<file path="src/hdl/ilr_pkg.sv">
// Purpose: shared constants and carriers for the init-lock / soft-restart register bank
// Assumes: 8-bit registers reached through a serial-interface register port
// Notes:   timing-free block; all counts are events, not time
package ilr_pkg;

   // ****************************************
   // register map
   // ****************************************
   localparam logic [7:0] ADDR_TEMP      = 8'h0E;
   localparam logic [7:0] ADDR_LOCK      = 8'h10;
   localparam logic [7:0] ADDR_STAT1     = 8'h02;
   localparam logic [7:0] ADDR_STAT2     = 8'h03;
   localparam logic [7:0] RESET_VALUE    = 8'h00;

   // ****************************************
   // lock register fields
   // ****************************************
   localparam int         BIT_LOCK       = 7;
   localparam int         BIT_SUPOFF     = 3;
   localparam logic [7:0] MASK_KEY       = 8'h03;
   localparam logic [7:0] MASK_STORED    = 8'hF8;
   localparam logic [7:0] MASK_SUPOFF    = 8'h08;
   localparam logic [1:0] KEY_STEP1      = 2'h0;
   localparam logic [1:0] KEY_STEP2      = 2'h3;
   localparam logic [1:0] KEY_STEP3      = 2'h2;
   localparam int         BIT_RWERR      = 5;

   typedef enum logic [1:0] {
      ILR_KEY_IDLE,
      ILR_KEY_GOT1,
      ILR_KEY_GOT2
   } ilr_key_type;

   // one register access from the serial front end
   typedef struct packed {
      logic       valid;
      logic       write;
      logic [7:0] addr;
      logic [7:0] data;
   } ilr_req_type;

   // answer to one access
   typedef struct packed {
      logic       valid;
      logic       silent;
      logic [7:0] data;
   } ilr_rsp_type;

endpackage

</file>
<file path="src/hdl/ilr_regs.sv">
// Contract
// - read-only 8-bit temperature register at 0Eh, zero after reset
// - lock set: writes to all other writable bits are ignored
// - lock set: only key bits in the lock register accept writes
// - lock bit clears only on device reset
// - lock set: error code computed continuously and compared to reference
// - lock set: self-test disabled and further requests refused
// - SPI, report on: silent until timer expires, then one error response
// - SPI, report on: supply errors clear on status read only at timer zero
// - SPI, report off: silent while timer nonzero, auto-clear at zero
// - I2C: silent until timer expires, status read clears supply errors
// - soft reset needs three ordered writes: keys 00, 11, 10
// - write answers carry the new value including written key bits
// - third key write starts reset, no response, no I2C acknowledge
// - lock register reads return 00 key bits and abort any key sequence; other reads leave it
// - key bits left out of the error-detection code
// - error-code mismatch sets array error flag bit 5 of status two
//
// Purpose: init-lock, supply-report control and soft-restart key register bank
// Assumes: serial front end delivers one decoded access per req.valid pulse
// Notes:   other writable registers live elsewhere and obey cfgWriteOk
`timescale 1ns/1ps
`default_nettype none
module ilr_regs (
   // clock and reset
   input  wire  logic                 sys_clk,
   input  wire  logic                 arst_n,
   // register access
   input  wire  ilr_pkg::ilr_req_type req,
   output var   ilr_pkg::ilr_rsp_type rsp,
   output var   logic                 noAck,
   // sensing and mode
   input  wire  logic [7:0]           tempSample,
   input  wire  logic                 tempUpdate,
   input  wire  logic                 i2cMode,
   input  wire  logic                 supTimerZero,
   input  wire  logic                 supFault,
   input  wire  logic                 statusTxSup,
   input  wire  logic [7:0]           userRegImage,
   input  wire  logic                 selfTestReq,
   // control out
   output var   logic                 cfgWriteOk,
   output var   logic                 selfTestGo,
   output var   logic                 softReset,
   output var   logic                 supErrFlag,
   output var   logic                 sendErrCode,
   output var   logic                 rwArrayErr,
   output var   logic                 lockActive
);

   // ****************************************
   // state
   // ****************************************
   logic [7:0]          tempReg;
   logic [7:0]          lockReg;
   ilr_pkg::ilr_key_type keyState;
   ilr_pkg::ilr_key_type next_keyState;
   logic                timerWasZero;
   logic                errPending;
   logic                edcMismatch;
   logic                isWr;
   logic                isRd;
   logic                lockWr;
   logic                lockRd;
   logic                stat1Rd;
   logic                stat2Rd;
   logic [1:0]          keyIn;
   logic                keyFire;

   assign isWr    = req.valid && req.write;
   assign isRd    = req.valid && !req.write;
   assign lockWr  = isWr && (req.addr == ilr_pkg::ADDR_LOCK);
   assign lockRd  = isRd && (req.addr == ilr_pkg::ADDR_LOCK);
   assign stat1Rd = isRd && (req.addr == ilr_pkg::ADDR_STAT1);
   assign stat2Rd = isRd && (req.addr == ilr_pkg::ADDR_STAT2);
   assign keyIn   = req.data[1:0];
   assign keyFire = lockWr && (keyState == ilr_pkg::ILR_KEY_GOT2) && (keyIn == ilr_pkg::KEY_STEP3);

   // ****************************************
   // temperature
   // ****************************************
   always_ff @(posedge sys_clk or negedge arst_n) begin
      if (!arst_n) begin
         tempReg <= ilr_pkg::RESET_VALUE;
      end else if (tempUpdate) begin
         tempReg <= tempSample;
      end
   end

   // ****************************************
   // lock register
   // ****************************************
   always_ff @(posedge sys_clk or negedge arst_n) begin
      if (!arst_n) begin
         lockReg <= ilr_pkg::RESET_VALUE;
      end else if (lockWr && !lockReg[ilr_pkg::BIT_LOCK]) begin
         // once locked the stored bits freeze; lock itself only ever rises
         lockReg <= req.data & ilr_pkg::MASK_STORED;
      end
   end

   assign lockActive = lockReg[ilr_pkg::BIT_LOCK];

   // ****************************************
   // key sequence
   // ****************************************
   always_comb begin
      next_keyState = keyState;
      if (lockRd) begin
         next_keyState = ilr_pkg::ILR_KEY_IDLE;
      end else if (lockWr) begin
         unique case (keyState)
            ilr_pkg::ILR_KEY_GOT1: begin
               next_keyState = (keyIn == ilr_pkg::KEY_STEP2) ? ilr_pkg::ILR_KEY_GOT2 :
                               (keyIn == ilr_pkg::KEY_STEP1) ? ilr_pkg::ILR_KEY_GOT1 : ilr_pkg::ILR_KEY_IDLE;
            end
            ilr_pkg::ILR_KEY_GOT2: begin
               next_keyState = (keyIn == ilr_pkg::KEY_STEP1) ? ilr_pkg::ILR_KEY_GOT1 : ilr_pkg::ILR_KEY_IDLE;
            end
            default: begin
               next_keyState = (keyIn == ilr_pkg::KEY_STEP1) ? ilr_pkg::ILR_KEY_GOT1 : ilr_pkg::ILR_KEY_IDLE;
            end
         endcase
      end
   end

   always_ff @(posedge sys_clk or negedge arst_n) begin
      if (!arst_n) begin
         keyState <= ilr_pkg::ILR_KEY_IDLE;
      end else begin
         keyState <= next_keyState;
      end
   end

   always_ff @(posedge sys_clk or negedge arst_n) begin
      if (!arst_n) begin
         softReset <= 1'b0;
         noAck     <= 1'b0;
      end else begin
         softReset <= keyFire;
         noAck     <= keyFire && i2cMode;
      end
   end

   // ****************************************
   // access answers
   // ****************************************
   function automatic logic [7:0] readMux(input logic [7:0] a);
      unique case (a)
         ilr_pkg::ADDR_TEMP: readMux = tempReg;
         ilr_pkg::ADDR_LOCK: readMux = lockReg; // key bits read back as 00
         // status two shows only the array error flag here; its other bits live elsewhere
         ilr_pkg::ADDR_STAT2: readMux = 8'(rwArrayErr) << ilr_pkg::BIT_RWERR;
         default:            readMux = 8'h00;
      endcase
   endfunction

   always_ff @(posedge sys_clk or negedge arst_n) begin
      if (!arst_n) begin
         rsp <= '0;
      end else begin
         rsp.valid  <= req.valid;
         // supply lockout keeps the bus quiet until the monitor timer ends
         rsp.silent <= keyFire || (req.valid && !supTimerZero);
         if (lockWr) begin
            rsp.data <= (lockReg[ilr_pkg::BIT_LOCK] ? lockReg : (req.data & ilr_pkg::MASK_STORED))
                        | {6'h00, keyIn};
         end else if (isRd) begin
            rsp.data <= readMux(req.addr);
         end else begin
            rsp.data <= 8'h00;
         end
      end
   end

   // ****************************************
   // lock consequences
   // ****************************************
   always_ff @(posedge sys_clk or negedge arst_n) begin
      if (!arst_n) begin
         cfgWriteOk <= 1'b1;
         selfTestGo <= 1'b0;
      end else begin
         cfgWriteOk <= !lockActive && !(lockWr && req.data[ilr_pkg::BIT_LOCK]);
         selfTestGo <= selfTestReq && !lockActive;
      end
   end

   ilr_edc u_edc (
      .sys_clk  (sys_clk),
      .arst_n   (arst_n),
      .enable   (lockActive),
      .guarded  (userRegImage ^ (lockReg & ilr_pkg::MASK_STORED)),
      .mismatch (edcMismatch)
   );

   always_ff @(posedge sys_clk or negedge arst_n) begin
      if (!arst_n) begin
         rwArrayErr <= 1'b0;
      end else if (edcMismatch) begin
         rwArrayErr <= 1'b1;
      end else if (stat2Rd) begin
         rwArrayErr <= 1'b0;
      end
   end

   // ****************************************
   // supply error reporting
   // ****************************************
   always_ff @(posedge sys_clk or negedge arst_n) begin
      if (!arst_n) begin
         timerWasZero <= 1'b1;
      end else begin
         timerWasZero <= supTimerZero;
      end
   end

   always_ff @(posedge sys_clk or negedge arst_n) begin
      if (!arst_n) begin
         supErrFlag <= 1'b0;
      end else if (supFault) begin
         supErrFlag <= 1'b1;
      end else if (supTimerZero) begin
         if (!i2cMode && lockReg[ilr_pkg::BIT_SUPOFF]) begin
            supErrFlag <= 1'b0;
         end else if (stat1Rd || (!i2cMode && statusTxSup)) begin
            supErrFlag <= 1'b0;
         end
      end
   end

   always_ff @(posedge sys_clk or negedge arst_n) begin
      if (!arst_n) begin
         errPending  <= 1'b0;
         sendErrCode <= 1'b0;
      end else begin
         if (supTimerZero && !timerWasZero && !i2cMode && !lockReg[ilr_pkg::BIT_SUPOFF]) begin
            errPending <= 1'b1;
         end else if (req.valid && errPending) begin
            errPending <= 1'b0;
         end
         sendErrCode <= req.valid && errPending && supTimerZero;
      end
   end
endmodule
`default_nettype wire

</file>
<file path="src/hdl/ilr_edc.sv">
// Purpose: running error-detection code over the user-writable bytes
// Assumes: code is sampled as reference on the cycle the lock becomes active
// Notes:   simple rotate-xor code; key bits are masked off by the caller
`timescale 1ns/1ps
`default_nettype none
module ilr_edc (
   // clock and reset
   input  wire  logic       sys_clk,
   input  wire  logic       arst_n,
   // control
   input  wire  logic       enable,
   input  wire  logic [7:0] guarded,
   // result
   output var   logic       mismatch
);

   logic [7:0] refCode;
   logic       armed;

   function automatic logic [7:0] edc8(input logic [7:0] v);
      edc8 = {v[6:0], v[7]} ^ v ^ 8'hA5;
   endfunction

   always_ff @(posedge sys_clk or negedge arst_n) begin
      if (!arst_n) begin
         refCode <= 8'h00;
         armed   <= 1'b0;
      end else if (enable && !armed) begin
         refCode <= edc8(guarded);
         armed   <= 1'b1;
      end
   end

   always_ff @(posedge sys_clk or negedge arst_n) begin
      if (!arst_n) begin
         mismatch <= 1'b0;
      end else begin
         mismatch <= armed && (edc8(guarded) != refCode);
      end
   end

endmodule
`default_nettype wire

</file>
<file path="config.mk">
export PLATFORM = sky130hd
export DESIGN_NAME = ilr_regs
export DESIGN_NICKNAME = d
export VERILOG_FILES = /design/src/hdl/ilr_pkg.sv /design/src/hdl/ilr_regs.sv /design/src/hdl/ilr_edc.sv
export SDC_FILE = /design/constraint.sdc
export NUM_CORES = 1
export LEC_CHECK = 0
export BUFFER_PORTS_ARGS = -buffer_cell sky130_fd_sc_hd__buf_2
export CAP_MARGIN = 10
export CORE_MARGIN = 1
export CORE_UTILIZATION = 51
export DETAILED_ROUTE_END_ITERATION = 10
export GPL_ROUTABILITY_DRIVEN = 1
export GPL_TIMING_DRIVEN = 1
export PLACE_DENSITY = 0.79
export SYNTH_ARGS = -nofsm -noshare
export SYNTH_HDL_FRONTEND = slang
export SYNTH_HIERARCHICAL = 1
export SYNTH_SLANG_ARGS = --single-unit
</file>
<file path="constraint.sdc">
create_clock -name sys_clk -period 2 [get_ports sys_clk]
set_clock_uncertainty 0.15 [all_clocks]
set_input_delay 0.1 -clock sys_clk [delete_from_list [all_inputs] [get_ports sys_clk]]
set_output_delay 0.1 -clock sys_clk [all_outputs]
set_load 0.1 [all_outputs]
</file>
; ---- Yosys cells after proc, flatten, opt, wreduce, memory -nomap -nowiden
; Cells that the tools add are included.
[classes]
n_div = 0
bitwise = 4
n_reduce_logical = 40
shifts = 0
eq_ne = 9
addsub = 0
order_cmp = 0
n_mux = 17
multipliers = 0
[ops]
columns = cell, count
row1 = $mux W8, 3
row2 = $pmux W8 S3, 1
row3 = $logic_and A1 B1 Y1, 23
row4 = $eq A8 B2 Y1 const B, 2
row5 = $xor A8 B8 Y8, 2
row6 = $mux W1, 9
row7 = $eq A8 B4 Y1 const B, 1
row8 = $eq A8 B5 Y1 const B, 1
row9 = $logic_not A1 Y1, 8
row10 = $mux W2, 4
row11 = $ne A8 B8 Y1, 1
row12 = $or A8 B2 Y8, 1
row13 = $reduce_bool A2 Y1, 4
row14 = $eq A2 B2 Y1 const B, 3
row15 = $not A4 Y4, 1
row16 = $reduce_bool A3 Y1, 1
row17 = $eq A2 B1 Y1 const B, 1
row18 = $logic_not A2 Y1, 1
row19 = $logic_or A1 B1 Y1, 2
row20 = $reduce_and A2 Y1, 1
[totals]
regBits = 44
mem_bits_ro = 0
mem_bits_rw = 0
memories = 0
elab_cells = 88
latchBits = 0
inputBits = 42
output_inout_bits = 18

; ---- Logic depth before layout (Yosys ltp)
[depth]
depth_word = 8
ltp_mapped = 6
mapped_depth_nobuf = 5

; ---- Modules after synthesis
; The synthesis kept the hierarchy.
[by_module_without_submodules]
columns = module, instances, area_each_um2, cells_per_inst
row1 = ilr_regs, 1, 1490.2, 114
row2 = ilr_edc, 1, 519.2, 49

; ---- Worst setup path before layout
; OpenSTA, ideal clock, no wires.
[synth_timing]
path_type = flip-flop to flip-flop
start = register lockReg[7]
end = register u_edc.mismatch
synth_period_minus_slack_ns = 2.541
slack_ns = -0.541
stages_incl_launch_ff = 7
arrival_ns = 2.262
required_ns = 1.721
path_cell_list = dfrtp_1 buf_2 xor2_1 xnor2_1 xnor2_1 nand4_1 o41a_1
[synth_via]
elab_chain_len = 5
[synth_lines]
columns = item, line
row1 = "start, declared", ilr_regs.sv:55  ; logic [7:0] lockReg;
row2 = "start signal, assigned", ilr_regs.sv:95  ; lockReg <= ilr_pkg::RESET_VALUE;
row3 = "start signal, assigned", ilr_regs.sv:98  ; lockReg <= req.data & ilr_pkg::MASK_STORED;
row4 = $xor A8 B8 Y8, ilr_regs.sv:193  ; .guarded (userRegImage ^ (lockReg & ilr_pkg::MASK_STORED)),
row5 = $xor A8 B8 Y8, ilr_edc.sv:21  ; edc8 = {v[6:0], v[7]} ^ v ^ 8'hA5;
row6 = $not A4 Y4 (no line), --
row7 = $ne A8 B8 Y1, ilr_edc.sv:38  ; mismatch <= armed && (edc8(guarded) != refCode);
row8 = $logic_and A1 B1 Y1, ilr_edc.sv:38
row9 = "end signal, assigned", ilr_edc.sv:38
row10 = "end, declared", ilr_edc.sv:14  ; output var logic mismatch
; Every way passes these cells.
; A chain may end at the register's enable or synchronous reset.

; ---- Worst setup path after layout
[layout_timing]
start = register lockReg[6]
end = register u_edc.mismatch
[layout_via]
elab_chain_len = 5
[layout_lines]
columns = item, line
row1 = $xor A8 B8 Y8 *, ilr_regs.sv:193
row2 = $xor A8 B8 Y8 *, ilr_edc.sv:21
row3 = $not A4 Y4 (no line), --
row4 = $ne A8 B8 Y1 *, ilr_edc.sv:38
row5 = $logic_and A1 B1 Y1 *, ilr_edc.sv:38
; Every way passes the cells marked *; elsewhere a longest branch is shown, timed or not.

==> results <==
- Measured along the x axis, the die boundary spans between 60 and 70 µm.
- The congestion estimate from routability-driven global placement came to 0.816.
- In this run the tightest slew margin relative to its limit is 0.661.
- Counting along the longest clock path gives a buffer depth of 2.
- In the post-synthesis netlist, the cell with the most instances is sky130_fd_sc_hd__dfrtp_1.
- The biggest area contributor in the post-synthesis netlist is sky130_fd_sc_hd__dfrtp_1.
- The timing startpoint of the critical path is lockReg[6].
- The final worst slack is 0.116 ns.
- Synthesis produced a netlist whose cell count is roughly 160.
- Excluding fillers, the count of instances in the completed layout stands at 300.
- The final setup TNS is 0 ns.
- The tool flagged a number of max-cap violations equal to 0.
- Once placement completed, the tool counted placed cells totaling 270.
- The endpoint of the worst setup timing path is u_edc/mismatch.
- The detail route stage leaves a number of antenna-violating nets equal to 0.
- The element type at the critical path start is a register.
- For this design the top-level I/O count stands at 60.
- The final layout contains 293 nets.
- Setup violations remaining at the end of the flow were counted as 0.
- Entering global routing, the biggest net connects 23 pins.
- For this run, asynchronously set or reset flops after synthesis account for 1.00.
- The number of cells on the worst reg-to-reg path is 5.
- The iteration count of the initial detailed-routing pass is 4.
- The leakage component of the power is ~1.3 nW.
- After detailed routing, the number of vias per cell comes to 5.29.
- The number of buffers inserted by post-CTS setup repair is 0.
- For this run, design rule violations remaining after detail routing come to 0.
- The hold violation total from the final report is 0.
- The ratio of total power to cell area is 743 mW/mm².
- The fill cell total of the finished layout is 265.
- The number of enable flip-flop cells after synthesis is 0.
- The wire length of the first global-routing pass is 7570 µm.
- In this run, the number of DRC markers left after iteration 0 of detailed routing was 130.
- The routed wirelength normalized by instance count is 15.1 µm.
- The cell area reported after detailed placement is around 0.0024 mm².
- In this run the critical register-to-register path is captured at u_edc/mismatch.
- The origin of the critical flop-to-flop path is lockReg[6].
- For this run, the total global-route usage over all layers was measured as 0.244.
- Global routing finished with a remaining overflow of 0.
- 0 antenna diodes ended up in the layout.
- The estimated wirelength of the detail-placed design is 3170 µm.
- The effective utilization at floorplan is 0.541.
- At the pin with the least slew margin, the transition time is 0.512 ns.
- The relative area change from synthesis to final layout is 35.0%.
- For this run, the register share of the synthesized area comes to 0.549.
- The count of port buffers added during placement is 58.
- Of the post-synthesis cell area, the dominant cell type holds 0.523.
- The netlist area before placement is 0.00201 mm².
- IR analysis of the VDD net gives a maximum drop of between 0.0004 and 0.0005 V.
- By startpoint and endpoint, the worst setup path is classified as reg2reg.
- The number of clock sinks is 44.
- In this run the vertical extent of the chip is 64.8 µm.
- The clock period minus final worst setup slack is 1.88 ns.
- For this run, the top clock speed supported by timing is 531 MHz.
- The routed layout has 1586 vias.
- The number of max-slew violations in the final report is 0.
- The prevailing post-synth register cell is sky130_fd_sc_hd__dfrtp_1.
- Ranked by instance count, the synthesized netlist is headed by sky130_fd_sc_hd__dfrtp_1, sky130_fd_sc_hd__mux2_2, sky130_fd_sc_hd__xnor2_1.
- The number of distinct standard cells referenced by the synthesized netlist is 37.
- The TritonCTS clock tree is built.
- The clock reaches the later pin of the worst-skew pair after between 0.2 and 0.3 ns.
- After floorplanning, the core was sized to cover 0.00372 mm².
- The number of global-route vias before repair is around 1.6k.
- The floorplan step defined a die boundary enclosing 0.00420 mm².
- The wire length after detailed routing is 4520 µm.
- The path class of the tightest hold or removal check is in2async.
- The data arrival time of the worst path is 1.91 ns.
- Counting every net in the synthesized netlist gives 205.
- The clock transition at the register clock pins on the worst setup and hold paths after CTS is 0.08 ns.
- The number of antenna violations at the first check in global routing was 0.
- In the finished design, the share of the clock period the worst path needs comes to 0.942.
- Along the worst path, the maximum fanout reaches 4.
- The flop and latch count out of synthesis is 44.
- Once layout is done, the placed cells without fillers occupy 0.00271 mm².
- The critical path data required time is 2.03 ns.
- The clock tree synthesis step divided the H-tree into 2 levels.
- Row generation in the floorplan step produced 22 rows.
- After synthesis, the mean cell area works out to roughly 12 µm².
- The worst setup path is captured at a register.
- The total CTS buffers is 5.
- Ranked by total cell area, the synthesized netlist is headed by sky130_fd_sc_hd__dfrtp_1, sky130_fd_sc_hd__mux2_2, sky130_fd_sc_hd__xnor2_1.
- The cell at the root of the clock tree is sky130_fd_sc_hd__clkbuf_8.
- Timing analysis after detailed placement gives a worst setup slack of approximately 0.14 ns.
- Across all register-to-register paths, the minimum setup slack is 0.12 ns.
- The flow ran to the end, and the final reports show no timing, DRC or antenna violations.
- Setup repair after global routing left no endpoint under its margin.
- For this run, the number of Yosys warnings is 6.
- The share of cells above drive strength 1 is 0.389.
-- sequential cells by signal, summed over array words and instances, names as in the netlist --
signal	cells
cfgWriteOk	1
errPending	1
keyState	2
lockReg	5
noAck	1
rsp	10
rwArrayErr	1
selfTestGo	1
sendErrCode	1
softReset	1
supErrFlag	1
tempReg	8
timerWasZero	1
u_edc/armed	1
u_edc/mismatch	1
u_edc/refCode	8
-- final cells by class --
class | instances | area, µm² | area share
clock buffer | 5 | 68.8 | 0.0254
inverter | 4 | 15.0 | 0.00554
tap | 48 | 60.1 | 0.0221
timing repair buffer | 86 | 556 | 0.205
clock inverter | 3 | 23.8 | 0.00876
sequential | 44 | 1110 | 0.408
multi-input combinational | 110 | 882 | 0.325
-- worst min path at each step --
stage | slack [ns] | endpoint | depth (start not counted)
2_1_floorplan | -0.35 | errPending | 0
3_5_place_dp | -0.21 | softReset | 1
4_1_cts | 0.02 | keyState[0] | 2
3_3_place_gp | -0.20 | softReset | 1
5_1_grt | 0.03 | keyState[0] | 2
6_report | 0.02 | softReset | 2
-- repair_timing --
| action | 4_1_cts | 5_1_grt |
|---|---|---|
| setup endpoints to repair | 0 | 1 |
| hold buffers | 22 | 0 |
| endpoints found under the hold margin | 71 | 0 |
| resized for setup | 0 | 1 |
-- placed cells by master (no fill, tap or decap), types with 2 or more instances in the layout --
cell type                        n
sky130_fd_sc_hd__a21oi_1         2
sky130_fd_sc_hd__dfstp_2         2
sky130_fd_sc_hd__clkbuf_8        5
sky130_fd_sc_hd__and3_1          2
sky130_fd_sc_hd__nor3_1          2
sky130_fd_sc_hd__o21ai_0         8
sky130_fd_sc_hd__nor3b_1         3
sky130_fd_sc_hd__xnor2_1        11
sky130_fd_sc_hd__nand2_1         7
sky130_fd_sc_hd__nand4_1         5
sky130_fd_sc_hd__nor4b_4         2
sky130_fd_sc_hd__a22o_1          2
sky130_fd_sc_hd__a21o_1          2
sky130_fd_sc_hd__dfrtp_1        41
sky130_fd_sc_hd__mux2i_1         4
sky130_fd_sc_hd__dlygate4sd3_1  22
sky130_fd_sc_hd__xor2_1          8
sky130_fd_sc_hd__a22oi_1         3
sky130_fd_sc_hd__nor2_1          6
sky130_fd_sc_hd__nand3_1         3
sky130_fd_sc_hd__buf_2          58
sky130_fd_sc_hd__and4b_1         2
sky130_fd_sc_hd__inv_1           4
sky130_fd_sc_hd__o22ai_1         4
sky130_fd_sc_hd__mux2_2         16
sky130_fd_sc_hd__clkinvlp_4      2
sky130_fd_sc_hd__xor2_2          2
sky130_fd_sc_hd__buf_4           6
sky130_fd_sc_hd__nor2b_1         5
-- power by group --
group	switching (mW)	internal (mW)
sequential	0.0697	0.990
combinational	0.212	0.192
clock	0.305	0.247
total	0.587	1.43
-- per-layer routing --
| metal | track usage | vias to the layer above | share of wire |
|---|---|---|---|
| met3 | 0.0528 | 8 | 0.050 |
| met2 | 0.404 | 62 | 0.50 |
| met5 | 0 | - | 0 |
| met4 | 0.0806 | 0 | 0.017 |
| li1 | - | 758 | - |
| met1 | 0.315 | 758 | 0.44 |
-- cells by family after synthesis --
logic type,synth area share
AO/OA/AOI/OAI,0.0884
XOR/XNOR,0.0915
buffers and inverters,0.0193
flip-flops,0.549
multiplexers,0.110
AND/OR/NAND/NOR,0.142
-- metrics by stage --
stage,hold WS [ns],util,power (mW)
after floorplan,-0.346,-,1.30
after global placement,-0.202,0.644,1.42
after detailed placement,-0.205,0.644,1.44
after CTS,0.0154,0.728,2.03
after global routing,0.0269,0.730,2.13
final,0.0165,0.730,2.02
-- worst max-delay path: stages, from the launching register on --
cell                      delay, ns
sky130_fd_sc_hd__dfrtp_1       0.42
sky130_fd_sc_hd__xor2_1        0.28
sky130_fd_sc_hd__xnor2_1       0.20
sky130_fd_sc_hd__xor2_1        0.20
sky130_fd_sc_hd__nand4_1       0.13
sky130_fd_sc_hd__o41a_1        0.39
No activity file was read; power rests on OpenSTA's default activity.
